**config.mk**
```make
export PLATFORM = sky130hd
export DESIGN_NAME = sos_system_oscillator_select
export DESIGN_NICKNAME = d
export VERILOG_FILES = /design/src/sos_pkg.sv /design/src/sos_system_oscillator_select.sv
export VERILOG_INCLUDE_DIRS = /design/src /design/src/src
export SDC_FILE = /design/constraint.sdc
export NUM_CORES = 1
export LEC_CHECK = 0
export BUFFER_PORTS_ARGS = -buffer_cell sky130_fd_sc_hd__buf_2
export CAP_MARGIN = 20
export CORE_ASPECT_RATIO = 1.2
export CORE_UTILIZATION = 45
export CTS_BUF_LIST = sky130_fd_sc_hd__clkbuf_4
export DETAILED_ROUTE_END_ITERATION = 10
export PLACE_DENSITY = 0.72
export SYNTH_ARGS = -nofsm -noshare
export SYNTH_HDL_FRONTEND = slang
export SYNTH_SLANG_ARGS = --single-unit
```
**constraint.sdc**
```tcl
create_clock -name mclk -period 8.6 [get_ports mclk]
set_input_delay 0.86 -clock mclk [delete_from_list [all_inputs] [get_ports mclk]]
set_output_delay 0.86 -clock mclk [all_outputs]
set_load 0.01 [all_outputs]
```
**src/sos_params.svh**
```systemverilog
`ifndef SOS_PARAMS_SVH
`define SOS_PARAMS_SVH

// bus geometry
`define SOS_ADDR_W        8
`define SOS_DATA_W        32
`define SOS_STRB_W        4

// register byte offsets
`define SOS_OFS_MODE      8'h00
`define SOS_OFS_STATUS    8'h04

// mode register fields
`define SOS_MODE_SPD_BIT  0
`define SOS_MODE_DIV_LSB  5
`define SOS_MODE_DIV_MSB  7
`define SOS_MODE_SPD_RST  1'h1
`define SOS_MODE_DIV_RST  3'h0

// status register fields
`define SOS_ST_HSON_BIT   0
`define SOS_ST_HSSYS_BIT  1
`define SOS_ST_CFGHS_BIT  2
`define SOS_ST_FRQ_LSB    3
`define SOS_ST_FRQ_MSB    4

// divider codes
`define SOS_DIV_SUB0      3'h0
`define SOS_DIV_SUB1      3'h1
`define SOS_DIV_64        3'h2
`define SOS_DIV_32        3'h3
`define SOS_DIV_16        3'h4
`define SOS_DIV_8         3'h5
`define SOS_DIV_4         3'h6

// divider terminal counts, one pulse per 64/32/16/8/4 ticks
`define SOS_TERM_64       6'h3f
`define SOS_TERM_32       6'h1f
`define SOS_TERM_16       6'h0f
`define SOS_TERM_8        6'h07
`define SOS_TERM_4        6'h03
`define SOS_TERM_NONE     6'h00

// fast rc frequency codes
`define SOS_FRQ_4         2'h0
`define SOS_FRQ_8         2'h1
`define SOS_FRQ_12        2'h2

// timing, in MHz and kHz, and accumulator and counter widths in bits
`define SOS_MCLK_MHZ      40
`define SOS_MCLK_KHZ      40000
`define SOS_SLOW_KHZ      32
`define SOS_FAST_4_MHZ    4
`define SOS_FAST_8_MHZ    8
`define SOS_FAST_12_MHZ   12
`define SOS_FAST_ACC_W    6
`define SOS_SLOW_ACC_W    16
`define SOS_DIVCNT_W      6

// bus responses
`define SOS_RESP_OKAY     2'h0
`define SOS_RESP_SLVERR   2'h2

`endif

```
**src/sos_pkg.sv**
```systemverilog
`include "sos_params.svh"

package sos_pkg;

  typedef struct packed {
    logic                    awvalid;
    logic [`SOS_ADDR_W-1:0]  awaddr;
    logic                    wvalid;
    logic [`SOS_DATA_W-1:0]  wdata;
    logic [`SOS_STRB_W-1:0]  wstrb;
    logic                    bready;
    logic                    arvalid;
    logic [`SOS_ADDR_W-1:0]  araddr;
    logic                    rready;
  } sos_axi_req_type;

  typedef struct packed {
    logic                    awready;
    logic                    wready;
    logic                    bvalid;
    logic [1:0]              bresp;
    logic                    arready;
    logic                    rvalid;
    logic [`SOS_DATA_W-1:0]  rdata;
    logic [1:0]              rresp;
  } sos_axi_resp_type;

  typedef struct packed {
    logic                    sysClkEn;
    logic                    highSpeedClkEn;
    logic                    substituteClkEn;
    logic                    watchdogClkEn;
    logic                    timeBaseClkEn;
    logic                    crystalOscEnable;
    logic                    crystalPinsAsGpio;
  } sos_clk_out_type;

  typedef struct packed {
    logic [2:0]                  clockDividerSelect;
    logic                        clockSpeedSelect;
    logic                        cfgHsInternal;
    logic [1:0]                  cfgFastFreq;
    logic [`SOS_FAST_ACC_W-1:0]  fastAcc;
    logic [`SOS_SLOW_ACC_W-1:0]  slowAcc;
    logic                        crystalPrev;
    logic [`SOS_DIVCNT_W-1:0]    divCnt;
    logic                        awHave;
    logic [`SOS_ADDR_W-1:0]      awAddr;
    logic                        wHave;
    logic [`SOS_DATA_W-1:0]      wData;
    logic [`SOS_STRB_W-1:0]      wStrb;
    logic                        bvalid;
    logic [1:0]                  bresp;
    logic                        rvalid;
    logic [`SOS_DATA_W-1:0]      rdata;
    logic [1:0]                  rresp;
    sos_clk_out_type             clk;
  } sos_state_type;

endpackage

```
**src/sos_system_oscillator_select.sv**
```systemverilog
// The register offsets and the AXI4-Lite slave port were chosen for this implementation.
`timescale 1ns/10ps
`include "sos_params.svh"

module sos_system_oscillator_select (
  input  wire logic                     mclk,
  input  wire logic                     sys_rst,
  input  wire logic                     cfgHighSpeedInternal,
  input  wire logic [1:0]               cfgFastRcFreq,
  input  wire logic                     crystalIn,
  input  wire sos_pkg::sos_axi_req_type axiReq,
  output sos_pkg::sos_axi_resp_type     axiResp,
  output sos_pkg::sos_clk_out_type      clkOut
);

  ////////////////////////////////////////////////////////////////////////////
  // helpers

  // terminal count of the high speed divider
  function automatic logic [`SOS_DIVCNT_W-1:0] divTerm(input logic [2:0] code);
    case (code)
      `SOS_DIV_64: divTerm = `SOS_TERM_64;
      `SOS_DIV_32: divTerm = `SOS_TERM_32;
      `SOS_DIV_16: divTerm = `SOS_TERM_16;
      `SOS_DIV_8:  divTerm = `SOS_TERM_8;
      `SOS_DIV_4:  divTerm = `SOS_TERM_4;
      default:     divTerm = `SOS_TERM_NONE;
    endcase
  endfunction

  // code 7 undocumented, treated as substitute like 0 and 1
  function automatic logic divUsesHigh(input logic [2:0] code);
    divUsesHigh = (code >= `SOS_DIV_64) && (code <= `SOS_DIV_4);
  endfunction

  // fast rc step in MHz; code 3 falls back to 4 MHz so no value is empty
  function automatic logic [`SOS_FAST_ACC_W-1:0] fastStep(input logic [1:0] code);
    case (code)
      `SOS_FRQ_8:  fastStep = `SOS_FAST_ACC_W'(`SOS_FAST_8_MHZ);
      `SOS_FRQ_12: fastStep = `SOS_FAST_ACC_W'(`SOS_FAST_12_MHZ);
      default:     fastStep = `SOS_FAST_ACC_W'(`SOS_FAST_4_MHZ);
    endcase
  endfunction

  function automatic logic isMapped(input logic [`SOS_ADDR_W-1:0] a);
    isMapped = (a == `SOS_OFS_MODE) || (a == `SOS_OFS_STATUS);
  endfunction

  ////////////////////////////////////////////////////////////////////////////
  // state

  sos_pkg::sos_state_type st_reg;
  sos_pkg::sos_state_type st_next;

  logic                        hsOn;
  logic                        hsSys;
  logic                        fastTick;
  logic                        slowTick;
  logic                        crystalTick;
  logic                        hsTick;
  logic                        divPulse;
  logic [`SOS_FAST_ACC_W:0]    fastSum;
  logic [`SOS_SLOW_ACC_W:0]    slowSum;
  logic                        doWrite;
  logic [`SOS_DATA_W-1:0]      modeWord;
  logic [`SOS_DATA_W-1:0]      statusWord;

  always_comb begin
    st_next = st_reg;

    hsSys = st_reg.clockSpeedSelect | divUsesHigh(st_reg.clockDividerSelect);
    hsOn  = hsSys;

    // fractional accumulators keep 12 MHz and 32 kHz exact on average
    fastSum  = {1'b0, st_reg.fastAcc} + {1'b0, fastStep(st_reg.cfgFastFreq)};
    fastTick = 1'b0;
    if (hsOn && st_reg.cfgHsInternal) begin
      if (fastSum >= (`SOS_FAST_ACC_W+1)'(`SOS_MCLK_MHZ)) begin
        fastTick       = 1'b1;
        st_next.fastAcc = `SOS_FAST_ACC_W'(fastSum - (`SOS_FAST_ACC_W+1)'(`SOS_MCLK_MHZ));
      end else begin
        st_next.fastAcc = fastSum[`SOS_FAST_ACC_W-1:0];
      end
    end

    // slow rc never stops: watchdog and time base depend on it
    slowSum  = {1'b0, st_reg.slowAcc} + (`SOS_SLOW_ACC_W+1)'(`SOS_SLOW_KHZ);
    slowTick = 1'b0;
    if (slowSum >= (`SOS_SLOW_ACC_W+1)'(`SOS_MCLK_KHZ)) begin
      slowTick        = 1'b1;
      st_next.slowAcc = `SOS_SLOW_ACC_W'(slowSum - (`SOS_SLOW_ACC_W+1)'(`SOS_MCLK_KHZ));
    end else begin
      st_next.slowAcc = slowSum[`SOS_SLOW_ACC_W-1:0];
    end

    // crystal up to 12 MHz stays well under half of mclk
    st_next.crystalPrev = crystalIn;
    crystalTick = hsOn && !st_reg.cfgHsInternal && crystalIn && !st_reg.crystalPrev;

    hsTick = st_reg.cfgHsInternal ? fastTick : crystalTick;

    divPulse = 1'b0;
    if (!hsOn) begin
      st_next.divCnt = '0;
    end else if (hsTick) begin
      if (st_reg.divCnt >= divTerm(st_reg.clockDividerSelect)) begin
        divPulse       = 1'b1;
        st_next.divCnt = '0;
      end else begin
        st_next.divCnt = st_reg.divCnt + `SOS_DIVCNT_W'(1);
      end
    end

    // clock enables, registered
    if (st_reg.clockSpeedSelect) begin
      st_next.clk.sysClkEn = hsTick;
    end else if (divUsesHigh(st_reg.clockDividerSelect)) begin
      st_next.clk.sysClkEn = divPulse;
    end else begin
      st_next.clk.sysClkEn = slowTick;
    end
    st_next.clk.highSpeedClkEn    = hsOn & hsTick;
    st_next.clk.substituteClkEn   = slowTick;
    st_next.clk.watchdogClkEn     = slowTick;
    st_next.clk.timeBaseClkEn     = slowTick;
    st_next.clk.crystalOscEnable  = hsOn & !st_reg.cfgHsInternal;
    st_next.clk.crystalPinsAsGpio = st_reg.cfgHsInternal;

    // straps follow the pins while reset is high, latched at release
    if (sys_rst) begin
      st_next.cfgHsInternal = cfgHighSpeedInternal;
      st_next.cfgFastFreq   = cfgFastRcFreq;
    end

    ////////////////////////////////////////////////////////////////////////////
    // axi4-lite slave

    modeWord = '0;
    modeWord[`SOS_MODE_DIV_MSB:`SOS_MODE_DIV_LSB] = st_reg.clockDividerSelect;
    modeWord[`SOS_MODE_SPD_BIT]                   = st_reg.clockSpeedSelect;
    statusWord = '0;
    statusWord[`SOS_ST_HSON_BIT]  = hsOn;
    statusWord[`SOS_ST_HSSYS_BIT] = hsSys;
    statusWord[`SOS_ST_CFGHS_BIT] = st_reg.cfgHsInternal;
    statusWord[`SOS_ST_FRQ_MSB:`SOS_ST_FRQ_LSB] = st_reg.cfgFastFreq;

    axiResp.awready = !st_reg.awHave && !st_reg.bvalid;
    axiResp.wready  = !st_reg.wHave && !st_reg.bvalid;
    axiResp.bvalid  = st_reg.bvalid;
    axiResp.bresp   = st_reg.bresp;
    axiResp.arready = !st_reg.rvalid;
    axiResp.rvalid  = st_reg.rvalid;
    axiResp.rdata   = st_reg.rdata;
    axiResp.rresp   = st_reg.rresp;

    if (axiReq.awvalid && axiResp.awready) begin
      st_next.awHave = 1'b1;
      st_next.awAddr = axiReq.awaddr;
    end
    if (axiReq.wvalid && axiResp.wready) begin
      st_next.wHave = 1'b1;
      st_next.wData = axiReq.wdata;
      st_next.wStrb = axiReq.wstrb;
    end

    doWrite = st_reg.awHave && st_reg.wHave;
    if (doWrite) begin
      st_next.awHave = 1'b0;
      st_next.wHave  = 1'b0;
      st_next.bvalid = 1'b1;
      st_next.bresp  = isMapped(st_reg.awAddr) ? `SOS_RESP_OKAY : `SOS_RESP_SLVERR;
      // mode fields live in byte lane 0; status is read only
      if (st_reg.awAddr == `SOS_OFS_MODE && st_reg.wStrb[0]) begin
        st_next.clockDividerSelect = st_reg.wData[`SOS_MODE_DIV_MSB:`SOS_MODE_DIV_LSB];
        st_next.clockSpeedSelect   = st_reg.wData[`SOS_MODE_SPD_BIT];
      end
    end
    if (st_reg.bvalid && axiReq.bready) begin
      st_next.bvalid = 1'b0;
    end

    if (axiReq.arvalid && axiResp.arready) begin
      st_next.rvalid = 1'b1;
      st_next.rresp  = isMapped(axiReq.araddr) ? `SOS_RESP_OKAY : `SOS_RESP_SLVERR;
      case (axiReq.araddr)
        `SOS_OFS_MODE:   st_next.rdata = modeWord;
        `SOS_OFS_STATUS: st_next.rdata = statusWord;
        default:         st_next.rdata = '0;
      endcase
    end else if (st_reg.rvalid && axiReq.rready) begin
      st_next.rvalid = 1'b0;
    end

    clkOut = st_reg.clk;
  end

  ////////////////////////////////////////////////////////////////////////////
  // registers

  always_ff @(posedge mclk) begin
    if (sys_rst) begin
      st_reg                    <= '0;
      st_reg.clockSpeedSelect   <= `SOS_MODE_SPD_RST;
      st_reg.clockDividerSelect <= `SOS_MODE_DIV_RST;
      // straps still follow the pins while reset is held
      st_reg.cfgHsInternal      <= st_next.cfgHsInternal;
      st_reg.cfgFastFreq        <= st_next.cfgFastFreq;
      // track the pin so a high crystal gives no false edge at release
      st_reg.crystalPrev        <= st_next.crystalPrev;
    end else begin
      st_reg <= st_next;
    end
  end

endmodule
```
==> summary.txt, run 1 <==
CTS
  – Hold buffers post-CTS: 0
  – Post-CTS setup repair buffer count: 0
  – Post-CTS resize count: 0
  – CTS tree: yes
  – CTS buffer count: 9
  – Clk Tree Root Cell: clkbuf_4
  – H-tree depth: 3
  – # clock sinks: 61
  – Clock Tree Buf Depth: 2
  – Clk Latency, worst-skew pair: 0.41 ns
  – Register clock-pin slew on the reported worst setup and hold paths: 0.10 ns

Cells and area
  – Share of layout cells above drive strength 1: between 10% and 20%
  – Max reg flops: 39
  – Final #Nets: 513
  – Commonest non-fill, non-tap cell in the layout: dfxtp_1
  – Area growth syn-to-layout: 7.26%
  – Leading cell types in the layout, fill and taps excluded: 58 x dfxtp_1, 53 x buf_2, 41 x nor2_1, 34 x nand2_1, 27 x a21oi_1
  – Final Non-Filler Cells: 530
  – Antenna cells: 0

Critical path
  – Crit-path leading delay family: adder cells
  – Worst path cell trace: ha_1, inv_1, ha_1, inv_1, fa_1, xor2_1, ha_1, o32ai_1, nand3_1, a311oi_4, nand4_1, xor2_1, nor2_1
  – R2R cell count: 13
  – Crit end category: register
  – Worst endpoint data arrival time: roughly 3.6 ns
  – Critical path type: reg2reg
  – Crit path required time: 8.89 ns
  – CP Buf/Inv Count: 2
  – Crit path top cell by count: ha_1
  – Crit-path max FO: 7
  – Slowest cell on the critical path: fa_1
  – Startpoint Class: register
  – Stages on worst setup path: 13
  – Max incr delay on CP: 0.49 ns

Die
  – Die H: 98.1 µm
  – Starting Density: 47.1%
  – Io pins: 111
  – Core ar.: 7360 µm²
  – DIE AREA: 8050 µm²
  – Die Wd: 82.1 µm
  – # rows: 34

Power and ir drop
  – Flop pwr share: 48.3%
  – Peak VDD IR: approximately 0.00012 V
  – Leak Pwr: 1.58 nW
  – PD cells: 173 nW/µm²
  – P_int: between 0.4 and 0.5 mW
  – Logic gate share of total power: 16.4%
  – Sw Ratio: 28.1%
  – Total Power Consumption: 0.644 mW
  – Clock network power share: 35.2%
  – Sw power: 0.181 mW

Synthesis
  – Distinct cell type count after synthesis: between 60 and 70
  – Post-synth top flop: dfxtp_1
  – Seq cells post-synth: just over 60
  – Mapped Avg Cell Area: 8.59 µm²
  – Main combinational cell family by area after synthesis: simple AND/OR/NAND/NOR gates
  – EDFF count, synth: 3
  – Post-synthesis mux area share: 3.54%
  – Cell count after synthesis: approximately 400
  – Synth async-reset ratio: 0%
  – Mapped Area: around 3500 µm²
  – Synth warn: 0
  – Simple-Gate Fraction of Synth Area: 21.2%
  – Synth Area in Adders: 5.64%
  – Xor and xnor area share after synthesis: 4.80%
  – Post-synthesis sequential area ratio: 36.1%
  – Synth Area in Compound Gates: 15.6%

Global route
  – Total Routing Usage GR: 17.6%
  – Global Route met3 Usage: 6.17%
  – Vias in the first global route: 2567
  – Congestion Overflow GR: 0
  – Largest net degree at the start of global routing: 56
  – GR Layer Usage met2: 29.4%
  – Busiest grt layer: met2
  – Met1 GRT Util: between 20% and 30%
  – Global-route wire length before repair: 11000 µm
  – Antenna violations before repair: 0

Drt
  – Post-route ant nets: 0
  – Initial DRC Count: 100
  – Total wire length: 6480 µm
  – Routed len/inst: roughly 12 µm
  – Via-to-Cell Ratio: 5.11
  – Via Count: 2708
  – First-pass detailed-route iteration total: 4
  – Remaining DRCs: 0

Timing
  – Final count of hold timing violations: 0
  – Slew headroom: around three fifths
  – Maximum clock rate: 307 MHz
  – Unrepaired setup endpoints after global routing: no
  – Setup violations, final: 0
  – Final min period: 3.26 ns
  – Max Slew Vio Count: 0
  – Final worst-path cycle share: a little under two fifths
  – Post-Route Skew: 0.0168 ns
  – Setup TNS: 0 ns
  – Least-Margin Pin Slew: 0.610 ns

Placement
  – Port-buffer cells: 53
  – Hpwl dp: slightly below 5000 µm
  – GP Congestion: 0.785
  – Inst Count DP: around 510

Status
  – Status: finished clean

Min path
  – Worst hold stages: 2
  – Min-delay worst type: reg2reg

Run
  – Number of max-cap violations: 0
[cell usage after synthesis (3+ instances only)]
library cell | count | area [µm²]
inv_1 | 15 | 56.3
clkbuf_1 | 10 | 37.5
nor4_1 | 7 | 43.8
xor2_1 | 11 | 96.3
a22oi_1 | 7 | 52.6
nand3b_1 | 3 | 22.5
a21oi_1 | 27 | 135
buf_2 | 3 | 15.0
dfxtp_1 | 58 | 1160
edfxtp_1 | 3 | 90.1
nor3_1 | 7 | 35.0
ha_1 | 14 | 175
and3_1 | 3 | 18.8
buf_4 | 45 | 338
and2_1 | 5 | 31.3
or2_2 | 4 | 25.0
mux2i_1 | 10 | 100
a21o_1 | 3 | 22.5
nand3_1 | 13 | 65.1
nor2b_1 | 7 | 43.8
nand2b_1 | 7 | 43.8
nor2_1 | 41 | 154
o21ai_0 | 7 | 35.0
a211oi_1 | 6 | 45.0
nand2_1 | 34 | 128
xnor2_1 | 8 | 70.1
[per-layer routing]
layer	wire length [µm]	up-vias
met4	112	0
li1	-	1387
met1	2790	1270
met2	3330	42
met3	243	9
met5	0	-
[power groups by stage]
stage	clock network [mW]	registers (mW)	logic, mW
finish	0.227	0.311	0.106
global route	0.247	0.313	0.120
CTS	0.234	0.311	0.106
detailed placement	0	0.318	0.105
global placement	0	0.317	0.100
floorplan	0	0.312	0.0942
[cell type report]
type | instances | area (µm²)
sequential | 61 | 1250
inverter | 15 | 56.3
fill | 735 | 3640
clock buffer | 10 | 75.1
multi-input combinational | 294 | 1860
tap | 90 | 113
clock inverter | 6 | 87.6
timing repair buffer | 54 | 273
[worst reg2reg max path, cell delays in order, from the launching register on]
cell and delay [ns]:
edfxtp_1 0.43, ha_1 0.22, inv_1 0.05, ha_1 0.17, inv_1 0.07, fa_1 0.49, xor2_1 0.19, ha_1 0.30
o32ai_1 0.16, nand3_1 0.20, a311oi_4 0.50, nand4_1 0.16, xor2_1 0.15, nor2_1 0.06
[worst paths after layout]
kind | slack, ns | end | from
worst max-delay path | 5.34 | st_reg[95] | st_reg[120]
worst max register to register | 5.34 | st_reg[95] | st_reg[120]
worst min-delay path | 0.46 | st_reg[84] | st_reg[84]
worst min register to register | 0.46 | st_reg[84] | st_reg[84]
[per-stage QoR]
step | setup WS, ns | instance area [µm²] | hold WS [ns] | util (%)
after floorplan | 5.70 | 3560 | 0.431 | -
after global placement | 5.45 | 3550 | 0.439 | 48.3
after detailed placement | 5.37 | 3550 | 0.443 | 48.3
after CTS | 5.34 | 3710 | 0.458 | 50.5
after global routing | 5.10 | 3710 | 0.491 | 50.5
final | 5.34 | 3710 | 0.457 | 50.5
[logic make-up (layout without fill, tap and decap cells)]
kind of cell	after synthesis	in the layout
compound gates	76	76
other cells	1	26
fa+ha+maj	15	15
simple gates	146	146
mux	12	12
xor+xnor	19	19
buf+inv	73	85
flops	61	61
Note: power is estimated with default switching activity, not from simulation.
==> run 2, diff against run 1 <==
- clock period: 8.6 -> 3.2 ns (I/O delays scaled with it)
==> run 2 against run 1 <==
Net effect: critical path depth stayed put; via count increased by 0.22%; flip-flop and latch count unchanged; combinational power rose to 2.9 times the previous value; worst setup slack worse by 5.1 ns; non-clock buffer count increased by 6; first-iteration DRC count shrank 17%; clock skew shrank 0.0044 ns; core utilization is 0.65 points higher; clock power increased to 2.6 times the previous value; critical endpoint is now st_reg[96].
==> summary.txt, run 2 (synthesized netlist as in run 1, its figures left out) <==
Min path
  – Min-delay src: crystalIn
  – Min-delay worst type: in2reg

Global route
  – Antenna violations before repair: 0
  – Vias in the first global route: 2521
  – Global-route wire length before repair: ~11000 µm
  – Busiest grt layer: met2
  – GR Layer Usage met2: 29.7%
  – Global Route met3 Usage: 4.21%
  – Congestion Overflow GR: 0
  – Largest net degree at the start of global routing: 35
  – Total Routing Usage GR: approximately 18%
  – Met1 GRT Util: a little over 20%

CTS
  – H-tree depth: 3
  – Clk Latency, worst-skew pair: 0.40 ns
  – CTS tree: yes
  – CTS buffer count: 9
  – Register clock-pin slew on the reported worst setup and hold paths: 0.11 ns
  – # clock sinks: 61
  – Clock Tree Buf Depth: 2
  – Clk Tree Root Cell: clkbuf_4

Placement
  – GP Congestion: about 0.83
  – Pre-CTS setup slack: 0.111 ns
  – Hpwl dp: just over 5000 µm
  – Port-buffer cells: 53

Drt
  – Initial DRC Count: a little over 80
  – Post-route ant nets: 0
  – Total wire length: 6680 µm
  – Routed len/inst: 12.5 µm
  – First-pass detailed-route iteration total: 5
  – Via Count: between 2000 and 3000
  – Via-to-Cell Ratio: 5.07
  – Remaining DRCs: 0

Critical path
  – Worst Setup SP: st_reg[121]
  – Crit-path leading delay family: adder cells
  – Slowest cell on the critical path: fa_2
  – Crit-path max FO: 7
  – Worst path cell trace: inv_1, ha_1, inv_1, ha_1, inv_1, fa_2, or3b_1, a21oi_2, o21ai_2, a311oi_4, nand4_1, xor2_1, nor2_1
  – Worst endpoint data arrival time: 3.27 ns
  – Crit path top cell by count: inv_1
  – Crit end category: register
  – Startpoint Class: register
  – Start of the worst register-to-register path: st_reg[121]
  – Critical path type: reg2reg
  – Crit path required time: ~3.5 ns
  – Max incr delay on CP: 0.48 ns
  – CP Buf/Inv Count: 3

Cells and area
  – Max reg flops: 39
  – FF+latch area: 1250 µm²
  – Antenna cells: 0
  – Final #Nets: 519
  – Commonest non-fill, non-tap cell in the layout: dfxtp_1
  – Leading cell types in the layout, fill and taps excluded: 58 x dfxtp_1, 53 x buf_2, 41 x nor2_1, 34 x nand2_1, 27 x a21oi_1
  – Area of the multi-input gates: 1870 µm²
  – Fill cell count: 717
  – Area growth syn-to-layout: 8.63%
  – Share of layout cells above drive strength 1: a little over a fifth

Timing
  – Setup TNS: 0 ns
  – Post-Route Skew: 0.0124 ns
  – Final min period: 2.98 ns
  – Max Slew Vio Count: 0
  – Unrepaired setup endpoints after global routing: no
  – Slew headroom: a little over half
  – Setup violations, final: 0
  – Fin worst setup slack: 0.221 ns
  – Maximum clock rate: 336 MHz
  – Least-Margin Pin Slew: 0.680 ns
  – Final count of hold timing violations: 0
  – Final worst-path cycle share: slightly above 90%

Die
  – DIE AREA: 8050 µm²
  – Die Wd: 82.1 µm
  – Die H: 98.1 µm
  – Starting Density: ~47%
  – # rows: 34
  – Io pins: 111
  – Core ar.: between 7000 and 8000 µm²

Power and ir drop
  – PD cells: around 460 nW/µm²
  – Leak Pwr: approximately 1.6 nW
  – Peak VDD IR: 0.000275 V

Status
  – Status: finished clean

Run
  – Number of max-cap violations: 0
==> run 2: final timing paths <==
path | slack, ns | end | cells past startpoint
max | 0.22 | st_reg[96] | 13
min | 0.05 | st_reg[97] | 1
max reg2reg | 0.22 | st_reg[96] | 13
min reg2reg | 0.46 | axiResp[2] | 2
==> run 2: area by class of cell <==
cell class | instances | share of cell area, %
multi-input combinational | 294 | 49.7
sequential | 61 | 33.3
timing repair buffer | 60 | 8.45
tap | 90 | 2.99
clock inverter | 6 | 2.36
clock buffer | 9 | 1.80
inverter | 15 | 1.50
==> run 2: layer usage <==
metal	part of all wire, %	wire (µm)
met1	42	2830
met5	0	0
met2	51	3410
met4	2.1	139
met3	4.4	295
==> run 2: worst reg2reg max path, stage by stage (launching register included) <==
cell and delay (ns):
edfxtp_1 0.40, inv_1 0.08, ha_1 0.13, inv_1 0.04, ha_1 0.20, inv_1 0.08, fa_2 0.48, or3b_1 0.38
a21oi_2 0.17, o21ai_2 0.10, a311oi_4 0.45, nand4_1 0.16, xor2_1 0.16, nor2_1 0.05
==> run 2: power by group <==
part | switching (mW) | internal [mW] | total (mW)
logic | 0.172 | 0.135 | 0.306
clock network | 0.286 | 0.312 | 0.598
registers | 0.0342 | 0.801 | 0.835
total | 0.492 | 1.25 | 1.74
==> run 2: what timing repair did <==
| action | CTS | global route |
|---|---|---|
| setup buffers | 0 | 3 |
| endpoints found under the hold margin | 0 | 0 |
| resized for setup | 0 | 3 |
| hold buffers | 0 | 0 |
| endpoints found under the setup margin | 0 | 6 |
==> run 2: through the flow <==
| stage | std cells | util (%) | area, µm² | power (mW) | hold slack [ns] |
|---|---|---|---|---|---|
| after detailed placement | 517 | 48.6 | 3570 | 1.15 | 0.446 |
| after global routing | 535 | 51.1 | 3760 | 1.84 | 0.0232 |
| after CTS | 532 | 50.7 | 3730 | 1.75 | 0.0267 |
| after global placement | 517 | 48.6 | 3570 | 1.13 | 0.441 |
| final | 535 | 51.1 | 3760 | 1.74 | 0.0478 |
| after floorplan | 428 | - | 3560 | 1.09 | 0.348 |
